**src/rtl/trpg_pkg.sv**
```systemverilog
package trpg_pkg;
  localparam int CLK_HZ = 50_000_000;
  localparam int RAMP_STEP_MS = 10;
  localparam int RAMP_STEP_CYCLES = CLK_HZ / 1000 * RAMP_STEP_MS;
  localparam logic [25:0] HALF_CLK_HZ = 26'(CLK_HZ / 2);
  localparam int ADDR_W = 8;
  localparam int WORD_W = 16;
  localparam int FREQ_W = 17;
  localparam int DIV_W = 21;
  // Word offsets inside the parameter block
  localparam logic [3:0] OFS_MODE = 4'h0;
  localparam logic [3:0] OFS_STEADY = 4'h1;
  localparam logic [3:0] OFS_INIT = 4'h2;
  localparam logic [3:0] OFS_RAMP = 4'h3;
  localparam logic [3:0] OFS_DIR_MODE = 4'h4;
  localparam logic [3:0] OFS_DIR = 4'h5;
  localparam logic [3:0] OFS_TGT_HI = 4'h6;
  localparam logic [3:0] OFS_TGT_LO = 4'h7;
  localparam logic [3:0] OFS_RUN_HI = 4'h8;
  localparam logic [3:0] OFS_RUN_LO = 4'h9;
  localparam logic [3:0] OFS_ERR = 4'hA;
  localparam logic [3:0] OFS_STATUS = 4'hB;
  localparam logic [3:0] OFS_OPTION = 4'hC;
  localparam int CFG_WORDS = 8;
  // Range mode units and legal limits
  localparam logic [15:0] MODE_TIMED = 16'h0003;
  localparam logic [15:0] PCT_MIN = 16'h0001;
  localparam logic [15:0] PCT_MAX = 16'h0064;
  localparam logic [15:0] TEN_HZ_MIN = 16'h0014;
  localparam logic [15:0] TEN_HZ_MAX = 16'h2710;
  localparam logic [15:0] TIME_MIN = 16'h000A;
  localparam logic [15:0] TIME_MAX = 16'h2710;
  localparam logic [31:0] COUNT_MAX = 32'h05F5E100;
  localparam logic [31:0] HZ_PER_TEN = 32'h0000000A;
  localparam logic [31:0] DIV_SCALE = 32'h0000000A;
  // Error codes
  localparam logic [15:0] ERR_NONE = 16'h0000;
  localparam logic [15:0] ERR_MODE = 16'h0001;
  localparam logic [15:0] ERR_STEADY = 16'h0002;
  localparam logic [15:0] ERR_INIT = 16'h0003;
  localparam logic [15:0] ERR_RAMP = 16'h0004;
  localparam logic [15:0] ERR_DIR = 16'h0005;
  localparam logic [15:0] ERR_COUNT = 16'h0006;
  localparam logic [15:0] ERR_ORDER = 16'h0007;
  // Status flag positions
  localparam int FLAG_ON = 0;
  localparam int FLAG_DONE = 1;
  localparam int FLAG_OVER = 2;
  localparam int FLAG_ERR = 3;
  typedef enum logic [2:0] {
    TRPG_IDLE = 3'b000,
    TRPG_PREP = 3'b001,
    TRPG_ACCEL = 3'b010,
    TRPG_STEADY = 3'b011,
    TRPG_DECEL = 3'b100,
    TRPG_DONE = 3'b101,
    TRPG_FAULT = 3'b110
  } trpg_state_t;
endpackage

```
**src/rtl/trpg_top.sv**
```systemverilog
// The address-and-strobe port was decided locally.
`timescale 1ns/1ps
`default_nettype none
module trpg_top #(
  parameter int TICK_CYCLES = trpg_pkg::RAMP_STEP_CYCLES,
  parameter logic [7:0] PARAM_BASE = 8'h00
) (
  // Clock and reset
  input wire logic clk,
  input wire logic reset_n,
  // Start pin
  input wire logic start_in,
  // Register port
  input wire logic [trpg_pkg::ADDR_W-1:0] reg_addr,
  input wire logic [trpg_pkg::WORD_W-1:0] reg_wdata,
  input wire logic reg_wr,
  input wire logic reg_rd,
  output logic [trpg_pkg::WORD_W-1:0] reg_rdata,
  // Pulse and status
  output logic ramp_pulse_output,
  output logic [3:0] status_flags
);
  import trpg_pkg::*;

  // ----------------------------------------
  // State
  // ----------------------------------------
  typedef struct packed {
    trpg_state_t st;
    logic [CFG_WORDS-1:0][WORD_W-1:0] cfg;
    logic swap;
    logic [WORD_W-1:0] rdata;
    logic sync1;
    logic sync2;
    logic start_d;
    logic pulse;
    logic [25:0] acc;
    logic [FREQ_W-1:0] freq;
    logic [FREQ_W-1:0] step;
    logic [19:0] tick_cnt;
    logic [31:0] pcount;
    logic [31:0] accel_pulses;
    logic [WORD_W-1:0] err;
    logic [3:0] flags;
    logic [DIV_W-1:0] dvd;
    logic [DIV_W-1:0] rem;
    logic [4:0] iter;
  } trpg_regs_t;

  trpg_regs_t s_r;
  trpg_regs_t s_nxt;

  // ----------------------------------------
  // Helpers
  // ----------------------------------------
  // Range mode to frequency
  function automatic logic [FREQ_W-1:0] freq_of(input logic [15:0] mode,
                                                input logic [15:0] val);
    logic [31:0] hz;
    hz = 32'h0;
    unique case (mode[1:0])
      2'b00: hz = {16'h0, val} * 32'h0000000A;
      2'b01: hz = {16'h0, val} * 32'h00000064;
      2'b10: hz = {16'h0, val} * 32'h000003E8;
      2'b11: hz = {16'h0, val} * HZ_PER_TEN;
    endcase
    return hz[FREQ_W-1:0];
  endfunction

  function automatic logic in_rng(input logic [15:0] v,
                                  input logic [15:0] lo,
                                  input logic [15:0] hi);
    return (v >= lo) && (v <= hi);
  endfunction

  // Codes 0..7 only, inside both spans
  // Parameter validation, first failing word wins
  function automatic logic [15:0] err_of(input trpg_regs_t s,
                                         input logic [31:0] tgt);
    logic timed;
    logic [15:0] lo;
    logic [15:0] hi;
    timed = (s.cfg[OFS_MODE] == MODE_TIMED);
    lo = timed ? TEN_HZ_MIN : PCT_MIN;
    hi = timed ? TEN_HZ_MAX : PCT_MAX;
    if (s.cfg[OFS_MODE] > MODE_TIMED)
      return ERR_MODE;
    if (!in_rng(s.cfg[OFS_STEADY], lo, hi))
      return ERR_STEADY;
    if (!in_rng(s.cfg[OFS_INIT], lo, hi))
      return ERR_INIT;
    if (timed ? !in_rng(s.cfg[OFS_RAMP], TIME_MIN, TIME_MAX)
              : !in_rng(s.cfg[OFS_RAMP], PCT_MIN, PCT_MAX))
      return ERR_RAMP;
    if (s.cfg[OFS_DIR_MODE] != 16'h0)
      return ERR_DIR;
    if (tgt == 32'h0 || tgt > COUNT_MAX)
      return ERR_COUNT;
    if (s.cfg[OFS_INIT] > s.cfg[OFS_STEADY])
      return ERR_ORDER;
    return ERR_NONE;
  endfunction

  // ----------------------------------------
  // Next state
  // ----------------------------------------
  logic start;
  logic rise;
  logic running;
  logic tick;
  logic [31:0] target;
  logic [31:0] remaining;
  logic [FREQ_W-1:0] f_init;
  logic [FREQ_W-1:0] f_steady;
  logic [3:0] idx;
  logic [7:0] rel;
  logic [26:0] acc_sum;
  logic toggle;
  logic [DIV_W-1:0] rem_t;
  logic [WORD_W-1:0] check;
  logic [FREQ_W:0] up_sum;
  logic [FREQ_W:0] dn_floor;

  assign start = s_r.sync2;
  assign rise = start && !s_r.start_d;
  assign running = (s_r.st == TRPG_ACCEL) || (s_r.st == TRPG_STEADY) ||
                   (s_r.st == TRPG_DECEL);
  assign target = s_r.swap ? {s_r.cfg[OFS_TGT_LO], s_r.cfg[OFS_TGT_HI]}
                           : {s_r.cfg[OFS_TGT_HI], s_r.cfg[OFS_TGT_LO]};
  assign remaining = target - s_r.pcount;
  // Both frequency words share one encoding
  assign f_init = freq_of(s_r.cfg[OFS_MODE], s_r.cfg[OFS_INIT]);
  assign f_steady = freq_of(s_r.cfg[OFS_MODE], s_r.cfg[OFS_STEADY]);
  // Block is addressed relative to its base word
  assign rel = reg_addr - PARAM_BASE;
  assign idx = rel[3:0];
  assign tick = running && (s_r.tick_cnt == 20'(TICK_CYCLES - 1));
  assign acc_sum = {1'b0, s_r.acc} + {10'h0, s_r.freq};
  assign toggle = running && (acc_sum >= {1'b0, HALF_CLK_HZ});
  assign rem_t = {s_r.rem[DIV_W-2:0], s_r.dvd[DIV_W-1]};
  assign check = err_of(s_r, target);
  // One bit wider: a fast ramp near the top must not wrap
  assign up_sum = {1'b0, s_r.freq} + {1'b0, s_r.step};
  assign dn_floor = {1'b0, f_init} + {1'b0, s_r.step};

  always_comb begin
    s_nxt = s_r;
    // Second stage alone reads the first
    s_nxt.sync1 = start_in;
    s_nxt.sync2 = s_r.sync1;
    s_nxt.start_d = start;
    // Register writes; read-only words ignore writes
    if (reg_wr && rel[7:4] == 4'h0) begin
      if (idx < 4'(CFG_WORDS))
        s_nxt.cfg[idx[2:0]] = reg_wdata;
      else if (idx == OFS_OPTION)
        s_nxt.swap = reg_wdata[0];
    end
    s_nxt.rdata = 16'h0;
    if (reg_rd && rel[7:4] == 4'h0) begin
      if (idx < 4'(CFG_WORDS))
        s_nxt.rdata = s_r.cfg[idx[2:0]];
      else if (idx == OFS_RUN_HI)
        s_nxt.rdata = s_r.swap ? s_r.pcount[15:0] : s_r.pcount[31:16];
      else if (idx == OFS_RUN_LO)
        s_nxt.rdata = s_r.swap ? s_r.pcount[31:16] : s_r.pcount[15:0];
      else if (idx == OFS_ERR)
        s_nxt.rdata = s_r.err;
      else if (idx == OFS_STATUS)
        s_nxt.rdata = {12'h0, s_r.flags};
      else if (idx == OFS_OPTION)
        s_nxt.rdata = {15'h0, s_r.swap};
    end
    s_nxt.tick_cnt = (running && !tick) ? s_r.tick_cnt + 20'h1 : 20'h0;
    // Phase accumulator toggles each half period
    if (running) begin
      s_nxt.acc = toggle ? 26'(acc_sum - {1'b0, HALF_CLK_HZ})
                         : acc_sum[25:0];
      if (toggle)
        s_nxt.pulse = !s_r.pulse;
    end
    if (!start) begin
      // Output dropped as soon as start falls
      s_nxt.pulse = 1'b0;
      if (running) begin
        s_nxt.flags[FLAG_ON] = 1'b0;
        s_nxt.flags[FLAG_DONE] = 1'b1;
      end
      s_nxt.st = TRPG_IDLE;
    end else if (rise) begin
      // Fresh cycle from the initial frequency
      s_nxt.err = check;
      s_nxt.pcount = 32'h0;
      s_nxt.accel_pulses = 32'h0;
      s_nxt.acc = 26'h0;
      s_nxt.pulse = 1'b0;
      s_nxt.freq = f_init;
      s_nxt.flags = 4'h0;
      s_nxt.dvd = DIV_W'({16'h0, f_steady - f_init} * DIV_SCALE);
      s_nxt.rem = '0;
      s_nxt.iter = 5'h0;
      s_nxt.step = freq_of(s_r.cfg[OFS_MODE], s_r.cfg[OFS_RAMP]);
      if (check != ERR_NONE) begin
        s_nxt.flags[FLAG_ERR] = 1'b1;
        s_nxt.st = TRPG_FAULT;
      // Timed ramps derive their step first
      end else if (s_r.cfg[OFS_MODE] == MODE_TIMED) begin
        s_nxt.st = TRPG_PREP;
      end else begin
        s_nxt.flags[FLAG_ON] = 1'b1;
        s_nxt.st = TRPG_ACCEL;
      end
    end else begin
      unique case (s_r.st)
        TRPG_PREP: begin
          // Step = span * 10 / ramp time in ms
          s_nxt.dvd = {s_r.dvd[DIV_W-2:0], 1'b0};
          s_nxt.rem = rem_t;
          if (rem_t >= DIV_W'(s_r.cfg[OFS_RAMP])) begin
            s_nxt.rem = rem_t - DIV_W'(s_r.cfg[OFS_RAMP]);
            s_nxt.dvd[0] = 1'b1;
          end
          s_nxt.iter = s_r.iter + 5'h1;
          if (s_r.iter == 5'(DIV_W - 1)) begin
            // Zero step would stall the ramp forever
            s_nxt.step = (s_nxt.dvd == '0) ? FREQ_W'(1)
                                           : s_nxt.dvd[FREQ_W-1:0];
            s_nxt.flags[FLAG_ON] = 1'b1;
            s_nxt.st = TRPG_ACCEL;
          end
        end
        TRPG_ACCEL, TRPG_STEADY, TRPG_DECEL: begin
          // Count rising edges, stop after the last high half
          if (toggle && !s_r.pulse) begin
            s_nxt.pcount = s_r.pcount + 32'h1;
            if (s_r.st == TRPG_ACCEL)
              s_nxt.accel_pulses = s_r.accel_pulses + 32'h1;
          end
          // Trapezoid: brake once the rest fits the climb
          if (s_r.st != TRPG_DECEL && remaining <= s_r.accel_pulses) begin
            s_nxt.st = TRPG_DECEL;
          end else if (s_r.st == TRPG_ACCEL && tick) begin
            if (up_sum >= {1'b0, f_steady}) begin
              s_nxt.freq = f_steady;
              s_nxt.st = TRPG_STEADY;
            end else begin
              s_nxt.freq = s_r.freq + s_r.step;
            end
          end
          if (s_r.st == TRPG_DECEL && tick) begin
            s_nxt.freq = ({1'b0, s_r.freq} <= dn_floor) ? f_init
                                                         : s_r.freq - s_r.step;
          end
          if (toggle && s_r.pulse && s_r.pcount == target) begin
            s_nxt.flags[FLAG_ON] = 1'b0;
            s_nxt.flags[FLAG_DONE] = 1'b1;
            s_nxt.st = TRPG_DONE;
          end
        end
        TRPG_IDLE, TRPG_DONE, TRPG_FAULT: begin
          s_nxt.pulse = 1'b0;
        end
        default: s_nxt.st = TRPG_IDLE;
      endcase
    end
  end

  always_ff @(posedge clk or negedge reset_n) begin
    if (!reset_n)
      s_r <= '0;
    else
      s_r <= s_nxt;
  end

  // ----------------------------------------
  // Outputs
  // ----------------------------------------
  // Single pulse pin, no direction pin
  assign ramp_pulse_output = s_r.pulse;
  assign status_flags = s_r.flags;
  assign reg_rdata = s_r.rdata;
endmodule
`default_nettype wire

```
**config.mk**
```make
export PLATFORM = sky130hd
export DESIGN_NAME = trpg_top
export DESIGN_NICKNAME = d
export VERILOG_FILES = /design/src/rtl/trpg_pkg.sv /design/src/rtl/trpg_top.sv
export SDC_FILE = /design/constraint.sdc
export NUM_CORES = 2
export LEC_CHECK = 0
export BUFFER_PORTS_ARGS = -buffer_cell sky130_fd_sc_hd__buf_4
export CORE_MARGIN = 10
export CORE_UTILIZATION = 50
export CTS_BUF_LIST = sky130_fd_sc_hd__clkbuf_8
export CTS_CLUSTER_DIAMETER = 40
export CTS_CLUSTER_SIZE = 40
export DETAILED_ROUTE_END_ITERATION = 10
export GPL_ROUTABILITY_DRIVEN = 0
export PLACE_DENSITY = 0.62
export SETUP_SLACK_MARGIN = 0.05
export SLEW_MARGIN = 10
export SYNTH_ARGS = -nofsm -noshare
export SYNTH_HDL_FRONTEND = slang
export SYNTH_SLANG_ARGS = --single-unit
```
**constraint.sdc**
```tcl
create_clock -name clk -period 12.5 [get_ports clk]
set_clock_uncertainty 0.05 [all_clocks]
set_input_delay 2.5 -clock clk [delete_from_list [all_inputs] [get_ports clk]]
set_output_delay 2.5 -clock clk [all_outputs]
set_load 0.005 [all_outputs]
```
Yosys cells after proc, flatten, opt, wreduce, memory -nomap -nowiden
Cells that the tools add are included.

Output and inout port bits: 21. Register bits: 361. Input bits: 29.

Reduce and logical (&&, ||, !) cells: 54. Multipliers: 10. Bitwise logic cells: 1. Equality and inequality tests: 30. $add $sub $neg: 13. Magnitude comparators: 19. Muxes and demuxes: 114.

Operators by type and width (count): 2-to-1 mux 16 bit (26); 2-to-1 mux 64 bit (3); 2-to-1 mux 17 bit (9); case mux 17 bit (3 select lines) (3); bitwise mux 128 bit (1); 2-to-1 mux 22 bit (4); adder 32 x 1 -> 32 bit, second input constant (2); 2-to-1 mux 32 bit (2); 2-to-1 mux 60 bit (1); 2-to-1 mux 26 bit (2); 2-to-1 mux 49 bit (1); binary-select mux 16 bit (select 3 bit) (1); demux 16 bit (select 3 bit) (1); multiplier 16 x 3 -> 16 bit, second input constant (3); multiplier 16 x 5 -> 15 bit, second input constant (3); multiplier 16 x 7 -> 14 bit, second input constant (3); 2-to-1 mux 47 bit (1); 2-to-1 mux 1 bit (39); adder 17 x 17 -> 18 bit (2); 2-to-1 mux 34 bit (1); subtractor 17 bit (2); equality test 32 bit (1); >= comparator 16 x 5 -> 1 bit (2); greater-than comparator 32 x 27 -> 1 bit, second input constant (1); 64 further kinds (127).

Longest topological paths before layout
Word-level depth: 37. Mapped depth: 36. Gate-level depth less buffers: 35.

Worst setup path before layout
Ideal clock, no wire load.

Path type: register to register. Start: register s_r[264] (netlist name). End: register s_r[175] (netlist name). Arrival time: 6.951 ns. Period minus slack after synthesis: 7.125 ns. Setup time: 0.124 ns. Buffers on the path: 1. Path slack: 5.375 ns. Data required time: 12.326 ns. Stages on the path, launching flop included: 34. Cell sequence: dfrtp_1 -> inv_1 -> ha_1 -> ha_1 -> inv_1 -> fa_1 -> inv_1 -> fa_1 -> ha_1 -> nor2b_1 -> o21ai_0 -> nand2_1 -> xor2_1 -> a221oi_1 -> a21oi_1 -> ha_1 -> and3_1 -> nand3_1 -> nand2_1 -> nor2_1 -> xor2_1 -> ha_1 -> a21o_1 -> a21o_1 -> a21oi_1 -> o21ai_0 -> a2111oi_0 -> a211oi_1 -> a31oi_1 -> clkbuf_1 -> mux2i_1 -> nand2_1 -> o211ai_1 -> a2bb2oi_1.

Word-level cells in the longest chain between the ends: 8. Elaborated cells on any way between the ends: 10. Those cells by class: add/sub: 1; mul: 3; order compare: 1; mux: 5.

Ends and longest elaborated chain: start, declared (line trpg_top.sv:50) `trpg_regs_t s_r;`; start signal, assigned (line trpg_top.sv:272) `s_r <= s_nxt;`; multiplier 16 x 3 -> 16 bit, or another cell as far along (line trpg_top.sv:62, trpg_top.sv:65); case mux 17 bit (3 select lines) * (line trpg_top.sv:61) `unique case (mode[1:0])`; adder 17 x 17 -> 18 bit (line trpg_top.sv:144) `assign dn_floor = {1'b0, f_init} + {1'b0, s_r.step};`; less-or-equal comparator 17 x 18 -> 1 bit (line trpg_top.sv:251) `s_nxt.freq = ({1'b0, s_r.freq} <= dn_floor) ? f_init`; 2-to-1 mux 17 bit (line trpg_top.sv:251); 2-to-1 mux 17 bit (line trpg_top.sv:250) `if (s_r.st == TRPG_DECEL && tick) begin`; 2-to-1 mux 17 bit (line trpg_top.sv:214) `unique case (s_r.st)`; 2-to-1 mux 34 bit * (line trpg_top.sv:190) `end else if (rise) begin`.

Every way passes the cells marked *; elsewhere a longest branch is shown, timed or not. The select of a mux whose other input is x is not followed. A chain may end at the register's enable or synchronous reset.

Final worst setup path
Start: register s_r[265] (netlist name). End: register s_r[183] (netlist name).

Same word-level chain as after synthesis.

==> qor.txt <==
Syn-to-layout area delta = 7.40%
Most common cell on crit path = ha_1
Crit path capture type = flip-flop
Num CTS Buffers = 70
DR iter-0 viols = 2924
Synth area leader = dfrtp_1
Post-synthesis cell type count = 90
Peak supply drop = 112 uV
Synth Flop Type = dfrtp_1
Fillers = 6913
Fmax = 120 MHz
HP Class = reg -> reg
Initial antenna violation count = 1
Vias in the first global route = 31100
Peak fanout along the critical path = 15
DP HPWL = 88400 microns
Delay-heaviest family, CP = adder cells
Ys async rst share = 100%
Std cell rows = 100
Worst-path clk slew = 0.08 ns
Via density = 6.08
Routed length per placed instance = 21.7 microns
Ys Warns = 0
Core ar. = 74700 sq um
Drt pass-1 iters = 6
Number of synthesized register bits = 348
Synthesized area per cell = 8.82 sq um
Maxcap violations = 0
Placed Area = 39000 sq um
Gr usage total = 26.2%
DRT Wirelength = 115000 microns
ANT nets after route = 0
Crit path time final = 8.30 ns
PwrDens = 159 nW/um^2
DRC viols = 0
Vias = 32255
Layout cells sized above 1 = 10.6%
Clk buf depth = 3
Kind of critical path = reg -> reg
Synth Instances = 4285
IO Count = 50
Syn Nets = 4955
Mapped Area = 37800 sq um
Die Wd = 295 microns
CTS resizes = 0
Die height = 295 microns
CTS Root Buffer Type = clkbuf_8
Final #Nets = 4946
Launch point of the worst path = s_r[265]
RSZ-0062 raised after global routing = no
Top cells by area, synth = dfrtp_1, ha_1, fa_1, mux2_2, inv_1
Sequential-to-total area share from yosys stat = 23.0%
Worst-Skew Late Latency = 0.67 ns
Hold_buf cts = 0
Finished Layout Cells = 5301
Port buffer count = 48
Total placed cells including tap cells = 5173
Worst EP arrival = 8.80 ns
Setup TNS = 0 ns
Post-synth EDFFs = 0
Final Hold Vio Count = 0
Data required time of the worst path = 13.00 ns
Design area = 40600 sq um
Worst slew pin tran = 1.28 ns
H-Tree Depth = 3
CP startpoint kind = flip-flop
Hold wc startpoint = s_nxt[213]
Post-CTS Setup Inserts = 0
Leak Pwr = 19.5 nW
Outcome = finished clean
Total die area = 87000 sq um
Power Total = 6.44 mW
Buf/Inv on CP = 5
Slew headroom = 13.7%
Largest net degree at the start of global routing = 94
Starting Density = 50.6%
Worst stage delay on the critical path = 0.68 ns
Crit-path slowest cell = nor3_1
Global-route wire length before repair = 180000 microns
Pins over their slew limit = 0
CTS tree = yes
Worst r2r src = s_r[265]
Clock sink total = 348
GRT overflow = 0
Yosys top cell area share = 23.0%
Final setup viols = 0
Period utilisation layout = 66.4%
[worst reg2reg max path: cells and delay by family (launching register included)]
kind,cells,cell delay [ns]
fa+ha+maj,7,2.68
compound gates,10,2.28
simple gates,10,1.73
flops,1,0.61
buf+inv,5,0.61
xor+xnor,2,0.23
[kinds of logic (layout without fill, tap and decap cells)]
group,Yosys count,count (layout),share of synthesized area [%]
other cells,1,2,0.00992
flops,348,348,23.0
mux,241,241,8.02
xor+xnor,279,279,6.52
buf+inv,667,713,6.86
simple gates,1078,1078,13.9
fa+ha+maj,641,641,23.8
compound gates,1030,1030,17.8
[per-stage QoR]
step                      hold slack (ns)  utilization, %  setup slack (ns)
after floorplan                     0.281               -              5.37
after global placement              0.364            52.2              4.42
after detailed placement            0.363            52.2              4.36
after CTS                           0.380            54.3              4.30
after global routing                0.378            54.3              3.73
final                               0.373            54.3              4.20
[cell type report]
| cell class | instances | area [sq um] | area share (%) |
|---|---|---|---|
| timing repair buffer | 83 | 631 | 1.55 |
| clock inverter | 45 | 458 | 1.13 |
| inverter | 503 | 1890 | 4.65 |
| multi-input combinational | 3270 | 26600 | 65.4 |
| antenna | 1 | 2.50 | 0.00616 |
| sequential | 348 | 8710 | 21.5 |
| clock buffer | 82 | 1130 | 2.78 |
| tap | 969 | 1210 | 2.99 |
[sequential cells by signal, indices dropped and copies added (netlist names)]
| signal | count |
|---|---|
| s_r | 305 |
| rem_t | 21 |
| reg_rdata | 16 |
| status_flags | 3 |
| ramp_pulse_output | 1 |
| s_nxt | 1 |
| start | 1 |
[synth_stat cells (all sizes together) (14+ instances only)]
master,n
clkbuf,116
nand4,55
inv,503
o21bai,44
a21boi,14
nand2,269
o22ai,17
nor3,92
mux4,32
fa,130
nor2b,44
o211ai,28
ha,511
o21a,35
a21o,81
a211oi,40
nand2b,26
nor4,38
nand3,112
and3,21
xnor2,198
mux2,172
mux2i,37
a221oi,28
or4,21
a21oi,282
o31ai,29
or2,16
xor2,80
nor2,267
or3,53
a22oi,33
o21ai,221
buf,48
a31oi,36
and2,25
dfrtp,348
[path summary, 6_finish.rpt]
path	cells past startpoint	end	slack, ns
hold / removal	0	start	0.37
min in group asynchronous	1	s_r[141]	1.82
setup reg to reg	34	s_r[183]	4.20
hold reg to reg	0	start	0.37
setup / recovery	34	s_r[183]	4.20
max in group asynchronous	3	s_r[271]	8.24
[per-layer routing]
metal / routed length (microns) / vias up / track usage, %
met3: 9030 / 203 / 5.63
met1: 51600 / 15617 / 36.2
met5: 0 / - / 0
met4: 3840 / 0 / 8.75
li1: - / 15267 / -
met2: 50400 / 1168 / 40.2
[power by group]
| part | total (mW) | leakage, nW | internal, mW | switching, mW |
|---|---|---|---|---|
| Combinational | 3.65 | 14.0 | 1.47 | 2.18 |
| Clock | 1.33 | 0.779 | 0.728 | 0.601 |
| Sequential | 1.46 | 4.73 | 1.24 | 0.215 |
| Total | 6.44 | 19.5 | 3.44 | 3.00 |
[cell usage in the layout, fill, tap and decap left out, types with 15 or more instances in the layout]
cell type,n
or3_1,53
nor3_1,89
buf_4,82
a21oi_1,280
inv_1,506
fa_1,130
o31ai_1,29
o21ai_0,218
nor2b_1,43
a211oi_1,40
nand3_1,112
or2_2,15
o22ai_1,16
and3_1,21
dfrtp_1,347
mux2i_1,37
o21a_1,35
nor2_1,265
nand2_1,269
mux2_2,171
and2_1,24
nor4_1,38
nand4_1,55
a22oi_1,33
ha_1,510
xnor2_1,197
o211ai_1,28
nand2b_1,25
xor2_1,80
a31oi_1,34
clkbuf_8,82
mux4_2,32
o21bai_1,44
a221oi_1,28
a21o_1,81
or4_1,20
No activity file was read; power rests on OpenSTA's default activity.
